===== src/hw/bia_pkg.sv =====
// Shared constants and types for the burst-inhibited bus master.
package bia_pkg;
  // ==========================================================================
  // Bus widths
  localparam int ADDR_W = 28;
  localparam int DATA_W = 32;
  localparam int OP_W   = 128;

  // ==========================================================================
  // Beat width codes, also used to encode operand and port sizes
  localparam logic [1:0] SZ_LONG = 2'h0;
  localparam logic [1:0] SZ_BYTE = 2'h1;
  localparam logic [1:0] SZ_WORD = 2'h2;
  localparam logic [1:0] SZ_LINE = 2'h3;

  // Size expressed as log2 of its byte count.
  localparam logic [2:0] LOG_BYTE = 3'h0;
  localparam logic [2:0] LOG_WORD = 3'h1;
  localparam logic [2:0] LOG_LONG = 3'h2;
  localparam logic [2:0] LOG_LINE = 3'h4;

  // Transfers per operation.
  localparam int         MIN_BEATS = 2;
  localparam int         MAX_BEATS = 16;
  localparam logic [3:0] LAST_BEAT = 4'h0;
  localparam logic [4:0] ONE_BEAT  = 5'h01;

  // ==========================================================================
  // Reset values
  localparam logic [ADDR_W-1:0] ADDR_RST = 28'h0000000;
  localparam logic [DATA_W-1:0] DATA_RST = 32'h00000000;
  localparam logic [OP_W-1:0]   OP_RST   = 128'h0;

  // ==========================================================================
  // Sequencer states
  typedef enum logic [1:0] {
    ST_IDLE,
    ST_START,
    ST_WAIT
  } bia_state_e;

  // Clock period of clk_sys.
  localparam int CLK_PERIOD_NS = 20;
endpackage : bia_pkg


===== src/hw/bia_bus_master.sv =====
// Bus master sequencer for burst-inhibited and asynchronously acknowledged transfers.
`timescale 1ns/1ns

// Overview of operation
// - Burst disabled, not DRAM, and operand wider than port: split into single transfers.
// - Width code shows port size if operand wider and the transfer is burst-inhibited, else operand size.
// - Line code never shown in burst-inhibited mode; line operand shows port size.
// - DRAM operands wider than the port are always bursted, never inhibited.
// - Inhibited reads take two to sixteen transfers until the operand is read.
// - Inhibited writes take two to sixteen transfers until the operand is written.
// - Each inhibited follow-on transfer steps the address by port width and restarts; burst beats step without restarting.
// - First clock drives address, kind, code/data attribute, direction, width, start.
// - Second clock drops start strobe and shows supervisor or user.
// - Sample sync acknowledge from second clock on, waiting while it is low.
// - Write data driven from second clock, released after the last acknowledge.
// - Asynchronous acknowledge terminates anything except DRAM accesses.
// - Asynchronous acknowledge is synchronised before it may terminate.
// - Error acknowledge during synchronisation ends the transfer in error.
// - Async write data held until the synchronised acknowledge edge.
// - Codes: byte 01, word 10, longword 00, line 11.
// - Async acknowledge by mid second clock completes with one wait state.
module bia_bus_master (
  input  wire logic                        clk_sys,
  input  wire logic                        rst,
  input  wire logic                        req_valid,
  output logic                             req_ready,
  input  wire logic [bia_pkg::ADDR_W-1:0]  req_addr,
  input  wire logic                        req_write,
  input  wire logic [1:0]                  req_kind,
  input  wire logic                        req_super,
  input  wire logic                        req_code,
  input  wire logic [1:0]                  req_op_size,
  input  wire logic [1:0]                  req_port_size,
  input  wire logic                        req_burst_en,
  input  wire logic                        req_dram,
  input  wire logic [bia_pkg::OP_W-1:0]    req_wdata,
  output logic                             resp_valid,
  output logic                             resp_error,
  output logic [bia_pkg::OP_W-1:0]         resp_rdata,
  output logic [bia_pkg::ADDR_W-1:0]       bus_addr,
  output logic [1:0]                       transfer_kind,
  output logic                             access_attr_mode,
  output logic                             read_write_dir,
  output logic [1:0]                       beat_width_code,
  output logic                             transfer_start_strobe,
  input  wire logic [bia_pkg::DATA_W-1:0]  data_in,
  output logic [bia_pkg::DATA_W-1:0]       data_out,
  output logic                             data_oe,
  input  wire logic                        sync_term_ack,
  input  wire logic                        async_term_ack,
  input  wire logic                        error_term_ack
);
  import bia_pkg::*;

  // ==========================================================================
  // Helper functions
  function automatic logic [2:0] size_log(input logic [1:0] code);
    unique case (code)
      SZ_BYTE: size_log = LOG_BYTE;
      SZ_WORD: size_log = LOG_WORD;
      SZ_LONG: size_log = LOG_LONG;
      SZ_LINE: size_log = LOG_LINE;
    endcase
  endfunction : size_log

  function automatic logic [1:0] log_code(input logic [2:0] lg);
    if (lg == LOG_BYTE) begin
      log_code = SZ_BYTE;
    end else if (lg == LOG_WORD) begin
      log_code = SZ_WORD;
    end else begin
      log_code = SZ_LONG;
    end
  endfunction : log_code

  // Next address: step by port bytes, wrapping inside the operand block.
  function automatic logic [ADDR_W-1:0] step_addr(input logic [ADDR_W-1:0] a,
                                                   input logic [2:0] plog,
                                                   input logic [2:0] olog);
    logic [ADDR_W-1:0] mask;
    logic [ADDR_W-1:0] sum;
    mask      = (ADDR_W'(1) << olog) - ADDR_W'(1);
    sum       = a + (ADDR_W'(1) << plog);
    step_addr = (sum & mask) | (a & ~mask);
  endfunction : step_addr

  // Move write data up by one port width.
  function automatic logic [OP_W-1:0] shift_out(input logic [OP_W-1:0] w, input logic [2:0] plog);
    unique case (plog)
      LOG_BYTE: shift_out = {w[OP_W-9:0], 8'h00};
      LOG_WORD: shift_out = {w[OP_W-17:0], 16'h0000};
      default:  shift_out = {w[OP_W-33:0], DATA_RST};
    endcase
  endfunction : shift_out

  // Read data enters from the most significant lanes of the port.
  function automatic logic [OP_W-1:0] shift_in(input logic [OP_W-1:0] r, input logic [DATA_W-1:0] d,
                                                input logic [2:0] plog);
    unique case (plog)
      LOG_BYTE: shift_in = {r[OP_W-9:0], d[DATA_W-1:DATA_W-8]};
      LOG_WORD: shift_in = {r[OP_W-17:0], d[DATA_W-1:DATA_W-16]};
      default:  shift_in = {r[OP_W-33:0], d};
    endcase
  endfunction : shift_in

  // Replicate a narrow beat over all lanes so any lane placement finds it.
  function automatic logic [DATA_W-1:0] lanes(input logic [OP_W-1:0] w, input logic [2:0] blog);
    unique case (blog)
      LOG_BYTE: lanes = {4{w[OP_W-1:OP_W-8]}};
      LOG_WORD: lanes = {2{w[OP_W-1:OP_W-16]}};
      default:  lanes = w[OP_W-1:OP_W-32];
    endcase
  endfunction : lanes

  // ==========================================================================
  // State
  bia_state_e        state, next_state;
  logic [3:0]        beats_left, next_beats_left;
  logic [2:0]        plog, next_plog;
  logic [2:0]        olog, next_olog;
  logic [2:0]        blog, next_blog;
  logic              is_write, next_is_write;
  logic              sup, next_sup;
  logic              code, next_code;
  logic              burst, next_burst;
  logic              dram, next_dram;
  logic [OP_W-1:0]   wsh, next_wsh;
  logic [OP_W-1:0]   next_resp_rdata;
  logic              next_req_ready;
  logic              next_resp_valid;
  logic              next_resp_error;
  logic [ADDR_W-1:0] next_bus_addr;
  logic [1:0]        next_transfer_kind;
  logic              next_access_attr_mode;
  logic              next_read_write_dir;
  logic [1:0]        next_beat_width_code;
  logic              next_transfer_start_strobe;
  logic [DATA_W-1:0] next_data_out;
  logic              next_data_oe;
  logic              ata_int;
  logic              term_ok;
  logic              term_err;

  bia_ata_sync u_ata_sync (
    .clk_sys        (clk_sys),
    .rst            (rst),
    .async_term_ack (async_term_ack),
    .ack_sync       (ata_int)
  );

  // The raw asynchronous input never reaches this logic, and DRAM ignores it.
  assign term_err = error_term_ack;
  assign term_ok  = sync_term_ack | (ata_int & ~dram);

  // ==========================================================================
  // Sequencer
  always_comb begin
    logic [2:0]      ol;
    logic [2:0]      pl;
    logic            multi;
    logic [OP_W-1:0] wn;
    ol = size_log(req_op_size);
    pl = size_log(req_port_size);
    multi = ol > pl;
    wn = shift_out(wsh, plog);
    next_state                 = state;
    next_beats_left            = beats_left;
    next_plog                  = plog;
    next_olog                  = olog;
    next_blog                  = blog;
    next_is_write              = is_write;
    next_sup                   = sup;
    next_code                  = code;
    next_burst                 = burst;
    next_dram                  = dram;
    next_wsh                   = wsh;
    next_resp_rdata            = resp_rdata;
    next_req_ready             = req_ready;
    next_resp_valid            = 1'b0;
    next_resp_error            = resp_error;
    next_bus_addr              = bus_addr;
    next_transfer_kind         = transfer_kind;
    next_access_attr_mode      = access_attr_mode;
    next_read_write_dir        = read_write_dir;
    next_beat_width_code       = beat_width_code;
    next_transfer_start_strobe = 1'b0;
    next_data_out              = data_out;
    next_data_oe               = data_oe;
    unique case (state)
      ST_IDLE: begin
        if (req_valid && req_ready) begin
          next_state                 = ST_START;
          next_req_ready             = 1'b0;
          next_resp_error            = 1'b0;
          next_resp_rdata            = OP_RST;
          next_plog                  = pl;
          next_olog                  = ol;
          next_blog                  = multi ? pl : ol;
          next_beats_left            = multi ? 4'((ONE_BEAT << (ol - pl)) - ONE_BEAT) : LAST_BEAT;
          next_burst                 = multi & (req_burst_en | req_dram);
          next_dram                  = req_dram;
          next_is_write              = req_write;
          next_sup                   = req_super;
          next_code                  = req_code;
          next_wsh                   = req_wdata;
          next_bus_addr              = req_addr;
          next_transfer_kind         = req_kind;
          next_access_attr_mode      = req_code;
          next_read_write_dir        = ~req_write;
          next_transfer_start_strobe = 1'b1;
          if (multi && !(req_burst_en || req_dram)) begin
            next_beat_width_code = log_code(pl);
          end else begin
            next_beat_width_code = req_op_size;
          end
        end
      end
      ST_START: begin
        next_state            = ST_WAIT;
        next_access_attr_mode = sup;
        next_data_oe          = is_write;
        next_data_out         = lanes(wsh, blog);
      end
      ST_WAIT: begin
        if (term_err) begin
          // Error wins over any acknowledge in the same clock.
          next_state      = ST_IDLE;
          next_resp_valid = 1'b1;
          next_resp_error = 1'b1;
          next_req_ready  = 1'b1;
          next_data_oe    = 1'b0;
        end else if (term_ok) begin
          if (!is_write) begin
            next_resp_rdata = shift_in(resp_rdata, data_in, plog);
          end
          if (beats_left == LAST_BEAT) begin
            next_state      = ST_IDLE;
            next_resp_valid = 1'b1;
            next_req_ready  = 1'b1;
            next_data_oe    = 1'b0;
          end else begin
            next_beats_left = beats_left - 4'h1;
            next_wsh        = wn;
            next_bus_addr   = step_addr(bus_addr, plog, olog);
            if (burst) begin
              next_data_out = lanes(wn, blog);
            end else begin
              next_state                 = ST_START;
              next_transfer_start_strobe = 1'b1;
              next_access_attr_mode      = code;
              next_data_oe               = 1'b0;
            end
          end
        end
        // Otherwise a wait state: everything holds, data included.
      end
    endcase
  end

  always_ff @(posedge clk_sys) begin
    if (rst) begin
      state                 <= ST_IDLE;
      beats_left            <= LAST_BEAT;
      plog                  <= LOG_BYTE;
      olog                  <= LOG_BYTE;
      blog                  <= LOG_BYTE;
      is_write              <= 1'b0;
      sup                   <= 1'b0;
      code                  <= 1'b0;
      burst                 <= 1'b0;
      dram                  <= 1'b0;
      wsh                   <= OP_RST;
      resp_rdata            <= OP_RST;
      req_ready             <= 1'b1;
      resp_valid            <= 1'b0;
      resp_error            <= 1'b0;
      bus_addr              <= ADDR_RST;
      transfer_kind         <= 2'h0;
      access_attr_mode      <= 1'b0;
      read_write_dir        <= 1'b1;
      beat_width_code       <= SZ_LONG;
      transfer_start_strobe <= 1'b0;
      data_out              <= DATA_RST;
      data_oe               <= 1'b0;
    end else begin
      state                 <= next_state;
      beats_left            <= next_beats_left;
      plog                  <= next_plog;
      olog                  <= next_olog;
      blog                  <= next_blog;
      is_write              <= next_is_write;
      sup                   <= next_sup;
      code                  <= next_code;
      burst                 <= next_burst;
      dram                  <= next_dram;
      wsh                   <= next_wsh;
      resp_rdata            <= next_resp_rdata;
      req_ready             <= next_req_ready;
      resp_valid            <= next_resp_valid;
      resp_error            <= next_resp_error;
      bus_addr              <= next_bus_addr;
      transfer_kind         <= next_transfer_kind;
      access_attr_mode      <= next_access_attr_mode;
      read_write_dir        <= next_read_write_dir;
      beat_width_code       <= next_beat_width_code;
      transfer_start_strobe <= next_transfer_start_strobe;
      data_out              <= next_data_out;
      data_oe               <= next_data_oe;
    end
  end

  // ==========================================================================
  // Checks
  // Helper: counts start strobes of the running operation.
  logic [4:0] ts_cnt;
  logic [4:0] ts_total;
  always_ff @(posedge clk_sys) begin
    if (rst || state == ST_IDLE) begin
      ts_cnt <= 5'h00;
    end else if (transfer_start_strobe) begin
      ts_cnt <= ts_cnt + 5'h01;
    end
  end
  always_ff @(posedge clk_sys) begin
    if (rst) begin
      ts_total <= 5'h00;
    end else if (state == ST_START && transfer_start_strobe && ts_cnt == 5'h00) begin
      ts_total <= {1'b0, beats_left} + ONE_BEAT;
    end
  end
endmodule : bia_bus_master


===== src/hw/bia_ata_sync.sv =====
// Synchroniser for the asynchronous termination acknowledge.
`timescale 1ns/1ns
module bia_ata_sync (
  input  wire logic clk_sys,
  input  wire logic rst,
  input  wire logic async_term_ack,
  output logic      ack_sync
);
  import bia_pkg::*;

  logic stage1;

  // ==========================================================================
  // Two stages
  // The first stage samples on the falling edge so that an acknowledge
  // present by mid-cycle is usable at the following rising edge, which keeps
  // the documented one-wait-state turnaround.
  always_ff @(negedge clk_sys) begin
    if (rst) begin
      stage1 <= 1'b0;
    end else begin
      stage1 <= async_term_ack;
    end
  end

  always_ff @(posedge clk_sys) begin
    if (rst) begin
      ack_sync <= 1'b0;
    end else begin
      ack_sync <= stage1;
    end
  end
endmodule : bia_ata_sync


===== config.mk =====
export PLATFORM = sky130hd
export DESIGN_NAME = bia_bus_master
export DESIGN_NICKNAME = d
export VERILOG_FILES = /design/src/hw/bia_pkg.sv /design/src/hw/bia_bus_master.sv /design/src/hw/bia_ata_sync.sv
export SDC_FILE = /design/constraint.sdc
export NUM_CORES = 1
export LEC_CHECK = 0
export BUFFER_PORTS_ARGS = -buffer_cell sky130_fd_sc_hd__buf_4
export CORE_MARGIN = 5
export CORE_UTILIZATION = 60
export DETAILED_ROUTE_END_ITERATION = 10
export GPL_TIMING_DRIVEN = 0
export PLACE_DENSITY = 0.95
export SLEW_MARGIN = 10
export SYNTH_ARGS = -nofsm -noshare
export SYNTH_HDL_FRONTEND = slang
export SYNTH_HIERARCHICAL = 1
export SYNTH_SLANG_ARGS = --single-unit

===== constraint.sdc =====
create_clock -name clk_sys -period 7 [get_ports clk_sys]
set_input_delay 1.05 -clock clk_sys [delete_from_list [all_inputs] [get_ports clk_sys]]
set_output_delay 1.05 -clock clk_sys [all_outputs]
set_load 0.02 [all_outputs]

**Word level (Yosys, flattened, before mapping)**

Cells that the tools add are included.

- Bits in registers: 349
- Bits in latches: 0
- RAM bits: 0
- Memory bits (read-only): 0
- Input port bits: 205
- Output and inout port bits: 199
- Word-level logic and storage cells: 159
- Memories kept: 0

- Add/subtract/negate cells: 5
- $mul: 0
- Div/mod/pow operators: 0
- Order comparisons: 1
- Eq/ne operators: 22
- Shifts and indexed selects: 3
- Mux-type cells: 69
- Bitwise gates (word level): 11
- Reduce and logical (&&, ||, !) cells: 23

Operators by type and width:

| kind | count |
|---|---|
| $mux W128 | 8 |
| $pmux W128 S2 | 4 |
| $mux W32 | 4 |
| $mux W28 | 4 |
| $pmux W24 S2 | 2 |
| $pmux W32 S2 | 1 |
| $and A28 B28 Y28 | 2 |
| $pmux W28 S2 | 1 |
| $shl A1 B3 Y28 const A | 2 |
| $add A28 B28 Y28 | 1 |
| $not A28 Y28 | 1 |
| $or A28 B28 Y28 | 1 |
| $sub A28 B2 Y28 const B | 1 |
| $pmux W3 S4 | 2 |
| $mux W1 | 22 |
| $mux W4 | 5 |
| $reduce_and A5 Y1 | 4 |
| $mux W2 | 8 |
| $ne A2 B2 Y1 const B | 8 |
| $eq A2 B2 Y1 const B | 5 |
| $eq A3 B1 Y1 const B | 3 |
| $logic_not A3 Y1 | 3 |
| $reduce_and A3 Y1 | 3 |
| $pmux W1 S2 | 4 |
| other kinds (23) | 35 |

**Longest topological paths before layout**

- Depth in word-level cells: 9
- Gate-level depth with buffers: 14
- Mapped depth without buffers: 11

**Modules after synthesis**

The synthesis kept the hierarchy.

By module, submodules not included:

| module | times used | cells each | area an instance (um^2) | sequential area each (um^2) |
|---|---|---|---|---|
| bia_bus_master | 1 | 2487 | 20023.0 | 6946.7 |
| bia_ata_sync | 1 | 5 | 56.3 | 40.0 |

==> run metrics <==
cts-stage hold buffer count 0; DRC Markers 0; worst hold path depth 2; worst-case reg-to-reg path depth 12; overall track demand over capacity in global routing 45.06%; Clock Path Buffers 3; Final min period 4350 ps; largest clock skew in the final design 49.34 ps; critical path data required time 7420 ps; highest clock frequency the design can meet 229.9 MHz; CP Capture Type flip-flop; hold path startpoint data_out[21]; Storage cell area 6987 µm²; synthesized net count 2718; Post-Layout Inst Area 24980 µm²; number of antenna violations at the first check in global routing 7; detailed-route wire length per cell 25.79 µm; startpoint of the most critical register-to-register path plog[2]; Netlist Area Pre-Place 20080 µm²; area of the die 37220 µm²; dpl ws 2117 ps; arrival time of data at the critical path endpoint 4770 ps; top cells by area in the synthesized netlist sky130_fd_sc_hd__dfxtp_1 (35%), sky130_fd_sc_hd__mux2i_1 (15%), sky130_fd_sc_hd__a211oi_1 (7.5%), sky130_fd_sc_hd__nand2_1 (7.5%), sky130_fd_sc_hd__a21oi_1 (7.1%); setup repair after global routing missed its margin no; core region area 33280 µm²; Synth Register Bits 349; top-level port count 404; number of hold violations in the final report 0; warning count from the yosys run 6; total area of multi-input combinational cells 11960 µm²; fraction of synthesized cell area taken by the top area cell type 34.80%; fraction of registers with async set or reset after synthesis 0%; number of synthesized flops with an enable pin 0; kind of start point of the critical path flip-flop; DR vias 23240; WL final 88210 µm; Synth Flop Type sky130_fd_sc_hd__dfxtp_1; slack of the critical path 2650 ps; utilization of the core after routing 75.04%; slew at the pin with the worst max-slew slack 1189 ps; Die Y-Extent 192.9 µm; Final Cycle Share 62.14%; number of buffers added for setup after CTS 0; max capacitance violation total 0; placed cell areas 23670 µm²; layout cells sized above 1 20.10%; post-CTS sizing 0; number of design-rule violations left by the first detailed-router iteration 3065; number of optimization iterations in the first detailed-route pass 6; pwr dens 411.2 nW/µm²; R2R Setup Slk 2650 ps; x dimension of the die 192.9 µm; class of the tightest hold or removal check reg -> reg; terminating pin of the worst hold path data_out[21]; static leakage 9.693 nW; PortBufs 403; sequential element share of the synthesized area 34.80%; Design Power 10.27 mW; initial cell density of the core 60.33%; Post-Synthesis Cells 2492; Slew Viols, Final 0; remaining max-slew budget at the tightest pin 20.75%; number of fillers in the final layout 2519; antenna viol nets, final 0; Max FO, Critical Path 10; clock tree from TritonCTS yes; IR drop worst, VDD 0.2642 mV; worst-skew pair later-pin latency 580 ps; CTS root buffer sky130_fd_sc_hd__clkbuf_16; # setup viols final 0; final weighted congestion of routability-driven global placement 1.043; Total Negative Setup Slacks 0 ps; via count of the first global-routing pass 22360; clk sinks 349; Overflow after GRT 0; critical path start-end classification reg -> reg; DP HPWL 66820 µm; number of distinct library cells after synthesis 66; number of buffers created by CTS 40; Post-layout nets 3163; library cell with the largest summed area after synthesis sky130_fd_sc_hd__dfxtp_1; wire length of the first global-routing pass 130200 µm; maximum level of the CTS H-tree 2; average instance area after synthesis 8.057 µm²; run status complete, no violations; maximum number of pins on one net before global-route repair 13; mean number of vias per cell 6.796; post-CTS clock slew at the launch and capture registers of the worst setup and hold paths 60 ps; Site Rows 67; relative area change from synthesis to final layout 24.38%
metrics by stage:
step                      hold WS, ps  instances
final                           453.3       3420
after global placement          440.7       3343
after floorplan                 436.4       2492
after detailed placement        444.2       3343
after CTS                       451.7       3413
after global routing            464.9       3416
worst max path at each step:
stage,start,end,cells past startpoint,slack [ps]
after floorplan,async_term_ack,u_ata_sync/stage1,1,2240
after global placement,async_term_ack,u_ata_sync/stage1,2,2110
after detailed placement,async_term_ack,u_ata_sync/stage1,2,2120
after CTS,async_term_ack,u_ata_sync/stage1,2,2710
after global routing,plog[2],flip-flop,12,2560
final,plog[2],flip-flop,12,2650
critical path, cell delays in order (launching register included):
cell and delay, ps:
sky130_fd_sc_hd__dfxtp_1 300, sky130_fd_sc_hd__buf_2 180, sky130_fd_sc_hd__nor2_2 330, sky130_fd_sc_hd__buf_2 320, sky130_fd_sc_hd__buf_2 350, sky130_fd_sc_hd__buf_1 440, sky130_fd_sc_hd__and2_1 300, sky130_fd_sc_hd__ha_1 270
sky130_fd_sc_hd__a211oi_1 280, sky130_fd_sc_hd__o21bai_1 150, sky130_fd_sc_hd__o41ai_1 700, sky130_fd_sc_hd__o21ai_0 270, sky130_fd_sc_hd__a221o_1 330
power breakdown:
part	switching, mW	internal [mW]
registers	0.671	2.50
clock network	0.862	1.23
logic	3.32	1.68
flip-flops by register name, summed over array words and instances, names as in the netlist, 2 cells and up, named ones only:
name	count
beat_width_code	2
beats_left	4
transfer_kind	2
resp_rdata	128
olog	3
data_out	32
wsh	128
plog	3
state	2
blog	3
routing by layer:
metal / track usage [%] / routed length (µm) / up-vias
met5: 0 / 138 / -
li1: - / - / 10010
met1: 54.51 / 31140 / 10810
met2: 71.63 / 38810 / 1859
met4: 28.57 / 7266 / 8
met3: 11.63 / 10850 / 553
cell usage after synthesis, drive strengths merged (3+ instances only):
cell type,instances
a221oi,18
and3,5
or2,3
clkbuf,132
inv,17
mux2i,295
dfxtp,349
ha,19
buf,113
nand4,6
nand3,17
nor4,6
xor2,7
o2111ai,129
a311oi,3
a211oi,203
or3,4
nand2,401
mux2,8
o21bai,4
a31oi,5
o22ai,6
o211ai,4
o31ai,3
nor3b,6
o21ai,67
mux4,16
a32oi,5
nor2,273
a21o,4
nor2b,7
o2bb2ai,4
nor3,32
nand2b,6
xnor2,5
a21oi,283
a22oi,5
final cells by class:
type	count	area share, %
sequential	349	27.97
timing repair buffer	403	12.11
buffer	245	4.288
multi-input combinational	1881	47.88
antenna	7	0.07014
clock buffer	64	5.065
clock inverter	7	0.1252
inverter	16	0.2405
tap	448	2.244
cell families (layout without fill, tap and decap cells):
family                   Yosys count  after routing  share of synthesized area (%)
multiplexers                     319            319                          17.01
XOR/XNOR                          12             12                         0.5234
buffers and inverters            262            735                          5.652
AND/OR/NAND/NOR                  772            772                          15.58
other                              0              7                              0
flip-flops                       349            349                          34.80
AO/OA/AOI/OAI                    757            757                          25.06
adder cells (fa/ha/maj)           21             21                          1.383
cell usage in the layout, fill, tap and decap left out, types with 65 or more instances in the layout:
cell                        instances
sky130_fd_sc_hd__a211oi_1         201
sky130_fd_sc_hd__a21oi_1          283
sky130_fd_sc_hd__buf_2             94
sky130_fd_sc_hd__buf_4            407
sky130_fd_sc_hd__clkbuf_1         141
sky130_fd_sc_hd__dfxtp_1          349
sky130_fd_sc_hd__mux2i_1          295
sky130_fd_sc_hd__nand2_1          401
sky130_fd_sc_hd__nor2_1           271
sky130_fd_sc_hd__o2111ai_1        129
sky130_fd_sc_hd__o21ai_0           65
No activity file was read; power rests on OpenSTA's default activity.
